<file path="src/ahc_pkg.sv">
// Constants shared by the converter host control port.
// Assumes a single 200 MHz clock domain.
package ahc_pkg;
  localparam int CLK_MHZ = 200;
  // Conversion times in nanoseconds; the cycle counts are derived from them.
  localparam int CONV12_NS = 8000;
  localparam int CONV8_NS = 6000;
  localparam int CONV12_CYC = CONV12_NS * CLK_MHZ / 1000;
  localparam int CONV8_CYC = CONV8_NS * CLK_MHZ / 1000;
  localparam int RES_W = 12;
  localparam int NIB_W = 4;
  localparam int BYTE_W = 8;
  // Register byte addresses.
  localparam logic [7:0] ADDR_CTRL = 8'h00;
  localparam logic [7:0] ADDR_STAT = 8'h04;
  localparam logic [7:0] ADDR_INT_STAT = 8'h08;
  localparam logic [7:0] ADDR_INT_MASK = 8'h0C;
  localparam logic [7:0] ADDR_RESULT = 8'h10;
  // Event bits in the interrupt status and mask registers.
  localparam int EV_START = 0;
  localparam int EV_DONE = 1;
  localparam int EV_IGNORED = 2;
  localparam int EV_W = 3;
  localparam logic [1:0] RESP_OKAY = 2'h0;
  localparam logic [1:0] RESP_SLVERR = 2'h2;
endpackage : ahc_pkg

</file>
<file path="src/ahc_sync.sv">
// Two flip-flop synchroniser for a bundle of pin levels.
// Assumes the inputs are asynchronous to aclk.
`timescale 1ns/1ps
`default_nettype none
module ahc_sync #(
  parameter int W = 1
) (
  // Clock and reset
  input wire logic aclk,
  input wire logic aresetn,
  // Levels
  input wire logic [W-1:0] d,
  output logic [W-1:0] q
);
  logic [W-1:0] meta_reg;
  always_ff @(posedge aclk) begin
    if (!aresetn) begin
      meta_reg <= '0;
      q <= '0;
    end else begin
      meta_reg <= d;
      q <= meta_reg;
    end
  end
endmodule : ahc_sync
`default_nettype wire

</file>
<file path="src/ahc_port.sv">
// Parallel host control port of a 12-bit converter, with an AXI4-Lite view.
// Assumes the pin inputs are asynchronous; the converter core result arrives
// on sample_in and is latched at the end of the conversion.
`timescale 1ns/1ps
`default_nettype none
module ahc_port #(
  parameter int CONV12_CYCLES = ahc_pkg::CONV12_CYC,
  parameter int CONV8_CYCLES = ahc_pkg::CONV8_CYC
) (
  // Clock and reset
  input wire logic aclk,
  input wire logic aresetn,
  // Host pins
  input wire logic select_n,
  input wire logic chip_enable,
  input wire logic read_convert,
  input wire logic length_or_byte_select,
  input wire logic word_mode,
  output logic [11:0] result_lines_o,
  output logic [11:0] result_lines_oe_n,
  output logic conversion_busy_flag,
  // Converter core sample
  input wire logic [11:0] sample_in,
  // AXI4-Lite slave
  input wire logic [7:0] s_axi_awaddr,
  input wire logic s_axi_awvalid,
  output logic s_axi_awready,
  input wire logic [31:0] s_axi_wdata,
  input wire logic [3:0] s_axi_wstrb,
  input wire logic s_axi_wvalid,
  output logic s_axi_wready,
  output logic [1:0] s_axi_bresp,
  output logic s_axi_bvalid,
  input wire logic s_axi_bready,
  input wire logic [7:0] s_axi_araddr,
  input wire logic s_axi_arvalid,
  output logic s_axi_arready,
  output logic [31:0] s_axi_rdata,
  output logic [1:0] s_axi_rresp,
  output logic s_axi_rvalid,
  input wire logic s_axi_rready,
  // Interrupt
  output logic irq
);
  localparam int CW = $clog2(CONV12_CYCLES + 1);
  localparam int W = ahc_pkg::RES_W;
  localparam int N = ahc_pkg::NIB_W;
  localparam int B = ahc_pkg::BYTE_W;

  typedef enum logic [1:0] {
    AHC_IDLE = 2'b01,
    AHC_CONV = 2'b10
  } ahc_state_t;

  // Pins pass two flip-flops before use.
  logic [4:0] pins_s;
  ahc_sync #(.W(5)) u_sync (
    .aclk(aclk),
    .aresetn(aresetn),
    .d({select_n, chip_enable, read_convert, length_or_byte_select, word_mode}),
    .q(pins_s)
  );
  wire sel_s = pins_s[4];
  wire ce_s = pins_s[3];
  wire rc_s = pins_s[2];
  wire len_s = pins_s[1];
  wire wmode_s = pins_s[0];

  ahc_state_t state_reg, state_next;
  logic [CW-1:0] cnt_reg;
  logic [W-1:0] result_reg;
  logic short_reg;
  logic access_reg;
  logic sw_start_reg;
  logic [ahc_pkg::EV_W-1:0] int_stat_reg, int_mask_reg;

  wire selected = !sel_s && ce_s;
  wire pin_start = selected && !rc_s && !access_reg;
  wire start_req = pin_start || sw_start_reg;
  wire read_act = selected && rc_s;
  wire busy = (state_reg == AHC_CONV);
  wire start_ok = start_req && !busy;
  wire start_ign = start_req && busy;
  wire conv_end = busy && (cnt_reg == '0);

  // Length is sampled once at the start so later changes cannot alter it.
  wire [CW-1:0] load_cnt = len_s ? CW'(CONV8_CYCLES - 1) : CW'(CONV12_CYCLES - 1);

  // An 8-bit conversion leaves the low nibble cleared.
  wire [W-1:0] conv_word = short_reg ? {sample_in[W-1:N], N'(0)} : sample_in;

  // Byte reads use lines 7 to 0 only, so an 8-bit host bus needs no software mask.
  wire [B-1:0] hi_byte = result_reg[W-1:N];
  wire [B-1:0] lo_byte = {result_reg[N-1:0], N'(0)};
  wire [B-1:0] byte_sel = len_s ? lo_byte : hi_byte;
  wire [W-1:0] drive_word = wmode_s ? result_reg : {N'(0), byte_sel};
  wire [W-1:0] drive_oe_n = wmode_s ? '0 : {{N{1'b1}}, {B{1'b0}}};

  always_comb begin
    state_next = state_reg;
    case (state_reg)
      AHC_IDLE: if (start_ok) state_next = AHC_CONV;
      AHC_CONV: if (conv_end) state_next = AHC_IDLE;
      default: state_next = AHC_IDLE;
    endcase
  end

  always_ff @(posedge aclk) begin
    if (!aresetn) begin
      state_reg <= AHC_IDLE;
      cnt_reg <= '0;
      short_reg <= 1'b0;
      result_reg <= '0;
      access_reg <= 1'b0;
    end else begin
      state_reg <= state_next;
      access_reg <= selected && !rc_s;
      if (start_ok) begin
        cnt_reg <= load_cnt;
        short_reg <= len_s;
      end else if (busy && cnt_reg != '0) begin
        cnt_reg <= cnt_reg - 1'b1;
      end
      if (conv_end) result_reg <= conv_word;
    end
  end

  // Pin outputs, all registered.
  always_ff @(posedge aclk) begin
    if (!aresetn) begin
      result_lines_o <= '0;
      result_lines_oe_n <= '1;
      conversion_busy_flag <= 1'b0;
    end else begin
      conversion_busy_flag <= (state_next == AHC_CONV);
      result_lines_o <= read_act ? drive_word : '0;
      result_lines_oe_n <= read_act ? drive_oe_n : '1;
    end
  end

  // AXI4-Lite write path: address and data taken in either order.
  // Ready is registered from the next state, so it behaves as a ready decoded from registers.
  logic aw_held_reg, w_held_reg;
  logic [7:0] awaddr_reg;
  logic [31:0] wdata_reg;
  wire do_write = aw_held_reg && w_held_reg && !s_axi_bvalid;
  wire aw_take = s_axi_awvalid && s_axi_awready;
  wire w_take = s_axi_wvalid && s_axi_wready;
  wire aw_held_next = !do_write && (aw_held_reg || aw_take);
  wire w_held_next = !do_write && (w_held_reg || w_take);
  wire bvalid_next = do_write || (s_axi_bvalid && !s_axi_bready);
  wire wr_ctrl = do_write && awaddr_reg == ahc_pkg::ADDR_CTRL && s_axi_wstrb[0];
  wire wr_istat = do_write && awaddr_reg == ahc_pkg::ADDR_INT_STAT && s_axi_wstrb[0];
  wire wr_imask = do_write && awaddr_reg == ahc_pkg::ADDR_INT_MASK && s_axi_wstrb[0];
  wire wr_known = awaddr_reg == ahc_pkg::ADDR_CTRL || awaddr_reg == ahc_pkg::ADDR_STAT ||
                  awaddr_reg == ahc_pkg::ADDR_INT_STAT || awaddr_reg == ahc_pkg::ADDR_INT_MASK ||
                  awaddr_reg == ahc_pkg::ADDR_RESULT;
  wire [ahc_pkg::EV_W-1:0] events = {start_ign, conv_end, start_ok};

  always_ff @(posedge aclk) begin
    if (!aresetn) begin
      aw_held_reg <= 1'b0;
      w_held_reg <= 1'b0;
      awaddr_reg <= '0;
      wdata_reg <= '0;
      s_axi_bvalid <= 1'b0;
      s_axi_awready <= 1'b1;
      s_axi_wready <= 1'b1;
      s_axi_bresp <= ahc_pkg::RESP_OKAY;
      sw_start_reg <= 1'b0;
      int_stat_reg <= '0;
      int_mask_reg <= '0;
      irq <= 1'b0;
    end else begin
      aw_held_reg <= aw_held_next;
      w_held_reg <= w_held_next;
      s_axi_bvalid <= bvalid_next;
      s_axi_awready <= !aw_held_next && !bvalid_next;
      s_axi_wready <= !w_held_next && !bvalid_next;
      if (aw_take) awaddr_reg <= s_axi_awaddr;
      if (w_take) wdata_reg <= s_axi_wdata;
      if (do_write) s_axi_bresp <= wr_known ? ahc_pkg::RESP_OKAY : ahc_pkg::RESP_SLVERR;
      sw_start_reg <= wr_ctrl && wdata_reg[0];
      // Set wins over a write-one clear in the same cycle.
      int_stat_reg <= (int_stat_reg & ~(wr_istat ? wdata_reg[ahc_pkg::EV_W-1:0] : '0)) | events;
      if (wr_imask) int_mask_reg <= wdata_reg[ahc_pkg::EV_W-1:0];
      irq <= |(int_stat_reg & int_mask_reg);
    end
  end
  // AXI4-Lite read path.
  logic [31:0] rd_mux;
  logic rd_known;
  always_comb begin
    rd_mux = '0;
    rd_known = 1'b1;
    case (s_axi_araddr)
      ahc_pkg::ADDR_CTRL: rd_mux = '0;
      ahc_pkg::ADDR_STAT: rd_mux = {30'h0, short_reg, busy};
      ahc_pkg::ADDR_INT_STAT: rd_mux = {29'h0, int_stat_reg};
      ahc_pkg::ADDR_INT_MASK: rd_mux = {29'h0, int_mask_reg};
      ahc_pkg::ADDR_RESULT: rd_mux = {20'h0, result_reg};
      default: rd_known = 1'b0;
    endcase
  end
  wire ar_take = s_axi_arvalid && s_axi_arready;
  wire rvalid_next = ar_take || (s_axi_rvalid && !s_axi_rready);
  always_ff @(posedge aclk) begin
    if (!aresetn) begin
      s_axi_rvalid <= 1'b0;
      s_axi_arready <= 1'b1;
      s_axi_rdata <= '0;
      s_axi_rresp <= ahc_pkg::RESP_OKAY;
    end else begin
      s_axi_rvalid <= rvalid_next;
      s_axi_arready <= !rvalid_next;
      if (ar_take) begin
        s_axi_rdata <= rd_mux;
        s_axi_rresp <= rd_known ? ahc_pkg::RESP_OKAY : ahc_pkg::RESP_SLVERR;
      end
    end
  end
endmodule : ahc_port
`default_nettype wire

</file>
<file path="config.mk">
export PLATFORM = sky130hd
export DESIGN_NAME = ahc_port
export DESIGN_NICKNAME = d
export VERILOG_FILES = /design/src/ahc_pkg.sv /design/src/ahc_sync.sv /design/src/ahc_port.sv
export SDC_FILE = /design/constraint.sdc
export NUM_CORES = 1
export LEC_CHECK = 0
export BUFFER_PORTS_ARGS = -buffer_cell sky130_fd_sc_hd__buf_2
export CORE_ASPECT_RATIO = 0.5
export CORE_MARGIN = 4
export CORE_UTILIZATION = 30
export DETAILED_ROUTE_END_ITERATION = 16
export SLEW_MARGIN = 10
export SYNTH_ARGS = -nofsm -noshare
export SYNTH_HDL_FRONTEND = slang
export SYNTH_SLANG_ARGS = --single-unit
</file>
<file path="constraint.sdc">
create_clock -name aclk -period 2.8 [get_ports aclk]
set_input_delay 0.7 -clock aclk [delete_from_list [all_inputs] [get_ports aclk]]
set_output_delay 0.7 -clock aclk [all_outputs]
set_load 0.05 [all_outputs]
</file>
==> flow_summary_export.csv <==
group,metric,value,unit
cells_and_area,area_growth,20.4,%
sta,fmaxAchievable,471,MHz
setup_path,crit_required,3.03,ns
grt,overflow,0,
routing,first_pass_iters,4,
yosys,synth_warnings,0,
sta,fin_crit_sh,75.8,%
setup_path,arrival,2.36,ns
setup_path,r2r-start,"cnt_reg[0]$_SDFFE_PN0P_",
placed_design,dp_cells,666,
setup_path,start_kind,"flop",
grt,grt_pass1_wl,14800,um
power,powerDensity,643,nW/um^2
yosys,synth_edf_count,0,
sta,timing.final.max_slew_violations,0,
routing,drt_wl_total,9110,um
cts,clk_latency,0.34,ns
run,drv_cap,0,
cells_and_area,mostFrequentLayoutCells,"dfxtp_1 (92), buf_2 (88), nand2_1 (56), a21oi_1 (46), nor2_1 (32)",
grt,grt_use_total,12.5,%
grt,grt_pass1_vias,2952,
cts,cts_tree,"built",
power,pwr-share-seq,47.1,%
sta,setup_viol,0,
cts,cts_resized,0,
yosys,synth_ff_type,"dfxtp_1",
die,start_util,31.6,%
worst_hold_path,min-delay-start,"u_sync.meta_reg[2]$_SDFF_PN0_",
placed_design,port_buffers,88,
placed_design,dp_hpwl,6820,um
setup_path,cpMaxStageDelayCell,"or4b_2",
routing,first_iter_violations,195,
placed_design,gp_congestion,0.818,
sta,finalClockSkew,0.00840,ns
cells_and_area,stdcell_count,682,
die,die_h,87.8,um
sta,setup_tns,0,ns
power,ir_drop,0.288,mV
status,status,"finished, final reports clean",
die,io_pins,143,
die,die-area,14700,um^2
routing,ant_nets,0,
setup_path,cpPeakStageDelay,0.67,ns
sta,finalHoldViolations,0,
sta,worstMarginPinSlew,0.707,ns
cells_and_area,antennaDiodeCount,0,
yosys,syn_area_per_cell,8.81,um^2
die,fp.dieW,168,um
setup_path,critPathBufInv,1,
sta,grt_setup_unrepaired,"false",
yosys,synthArstFlopShare,0,%
yosys,yosysUniqueCellTypes,54,
setup_path,setup.worst_path.start,"cnt_reg[0]$_SDFFE_PN0P_",
cells_and_area,fin_nets,592,
worst_hold_path,worst_hold_path_type,"flop to flop",
power,power_frac_clock,41.5,%
routing,vias,3176,
routing,wl_per_cell,13.4,um
cts,clockRootBuffer,"clkbuf_16",
sta,fin_crit,2.12,ns
setup_path,end_kind,"flop",
power,p_sw_share,26.5,%
cells_and_area,layout_commonest_cell,"dfxtp_1",
yosys,synth-seq-area-share,48.2,%
cts,postCtsSetupBuffers,0,
die,core-area,12100,um^2
yosys,synth_area,3820,um^2
die,fp-row-count,28,
routing,vias_per_cell,4.66,
setup_path,criticalPathCategory,"flop to flop",
cts,clock_path_buffers,2,
cts,cts.sinks,92,
grt,grt_max_degree,27,
power,p_int,2.18,mW
grt,antenna_found_initial,0,
setup_path,cpMostUsedCell,"nor3_1",
sta,slew_headroom,52.6,%
cts,numCtsBuffers,9,
cts,clk_pin_slew,0.07,ns
yosys,synth_cells,434,
cts,cts-htree-levels,3,
power,pwr-share-comb,11.4,%
cts,cts_hold_buf,0,
setup_path,crit_family,"simple AND/OR/NAND/NOR gates",
setup_path,critPathMaxFanout,4,
setup_path,path_cells,"inv_1 -> ha_1 -> or4b_2 -> nor3_1 -> nor3_1 -> o31a_1",
cells_and_area,drive_gt1_share,22.6,%
power,p_sw,0.786,mW
power,p_leak,1.87,nW
routing,drc,0,
yosys,ys_ff_latch,92,
==> power groups by stage <==
stage | clock (mW) | combinational, mW | sequential, mW
after floorplan | 0 | 0.249 | 1.44
after global placement | 0 | 0.336 | 1.42
after detailed placement | 0 | 0.340 | 1.42
after CTS | 1.27 | 0.341 | 1.39
after global routing | 1.33 | 0.375 | 1.40
final | 1.23 | 0.339 | 1.39
==> cell usage after synthesis, types with 3 or more instances <==
| master | number | area share [%] |
|---|---|---|
| nor4_1 | 3 | 0.49 |
| mux2i_1 | 6 | 1.6 |
| nand2_1 | 56 | 5.5 |
| clkbuf_1 | 15 | 1.5 |
| o21ai_0 | 14 | 1.8 |
| nand3_1 | 6 | 0.79 |
| nor3_1 | 7 | 0.92 |
| or4_1 | 7 | 1.4 |
| nor2_1 | 32 | 3.1 |
| or3_1 | 4 | 0.65 |
| a21oi_1 | 46 | 6.0 |
| and3_1 | 6 | 0.98 |
| a31oi_1 | 3 | 0.49 |
| ha_1 | 4 | 1.3 |
| nand3b_1 | 5 | 0.98 |
| a22oi_1 | 12 | 2.4 |
| nand4_1 | 5 | 0.82 |
| o21a_1 | 4 | 0.79 |
| and2_1 | 12 | 2.0 |
| inv_1 | 11 | 1.1 |
| nor3b_1 | 5 | 0.98 |
| buf_4 | 33 | 6.5 |
| dfxtp_1 | 92 | 48 |
| nand2b_1 | 5 | 0.82 |
| nor2b_1 | 3 | 0.49 |
| nor4b_1 | 4 | 0.92 |
==> final cells by class <==
class / count / area (um^2)
clock inverter: 5 / 57.6
fill: 1271 / 7510
sequential: 92 / 1840
clock buffer: 11 / 243
tap: 165 / 206
inverter: 12 / 45.0
multi-input combinational: 302 / 1710
timing repair buffer: 95 / 505
==> routing by layer <==
| metal | wire [um] | track usage [%] | vias to the layer above | part of all wire (%) |
|---|---|---|---|---|
| li1 | - | - | 1628 | - |
| met3 | 547 | 4.15 | 12 | 6.0 |
| met4 | 128 | 4.57 | 0 | 1.4 |
| met2 | 3840 | 18.3 | 88 | 42 |
| met5 | 0 | 0 | - | 0 |
| met1 | 4600 | 17.3 | 1448 | 50 |
==> kinds of logic after synthesis <==
group,after synthesis,share of synthesized area (%)
xor gates and xnor gates,1,0.229
and+or+nand+nor,170,23.6
adders and majority gates,4,1.31
muxes,6,1.57
DFF,92,48.2
buffers and inverters,61,9.26
AOI/OAI and AO/OA,99,15.8
other,1,0.0980
==> per-stage QoR <==
step	total power [mW]	utilization, %	hold slack, ns	area, um^2	worst slack [ns]
after floorplan	1.69	-	0.412	3900	0.723
after global placement	1.76	35.5	0.419	4310	0.626
after detailed placement	1.76	35.5	0.418	4310	0.643
after CTS	3.01	38.0	0.433	4610	0.679
after global routing	3.10	38.0	0.441	4610	0.550
final	2.96	38.0	0.433	4610	0.677
==> path summary, 6_finish.rpt <==
check / to / slack [ns] / depth (start not counted)
setup / recovery: cnt_reg[4]$_SDFFE_PN0P_ / 0.68 / 6
hold / removal: u_sync.q[2]$_SDFF_PN0_ / 0.43 / 1
setup reg to reg: cnt_reg[4]$_SDFFE_PN0P_ / 0.68 / 6
hold reg to reg: u_sync.q[2]$_SDFF_PN0_ / 0.43 / 1
==> worst register-to-register path, stage by stage, from the launching register on <==
cell,delay (ns)
dfxtp_1,0.32
inv_1,0.10
ha_1,0.20
or4b_2,0.67
nor3_1,0.39
nor3_1,0.10
o31a_1,0.24
No activity file was read; power rests on OpenSTA's default activity.
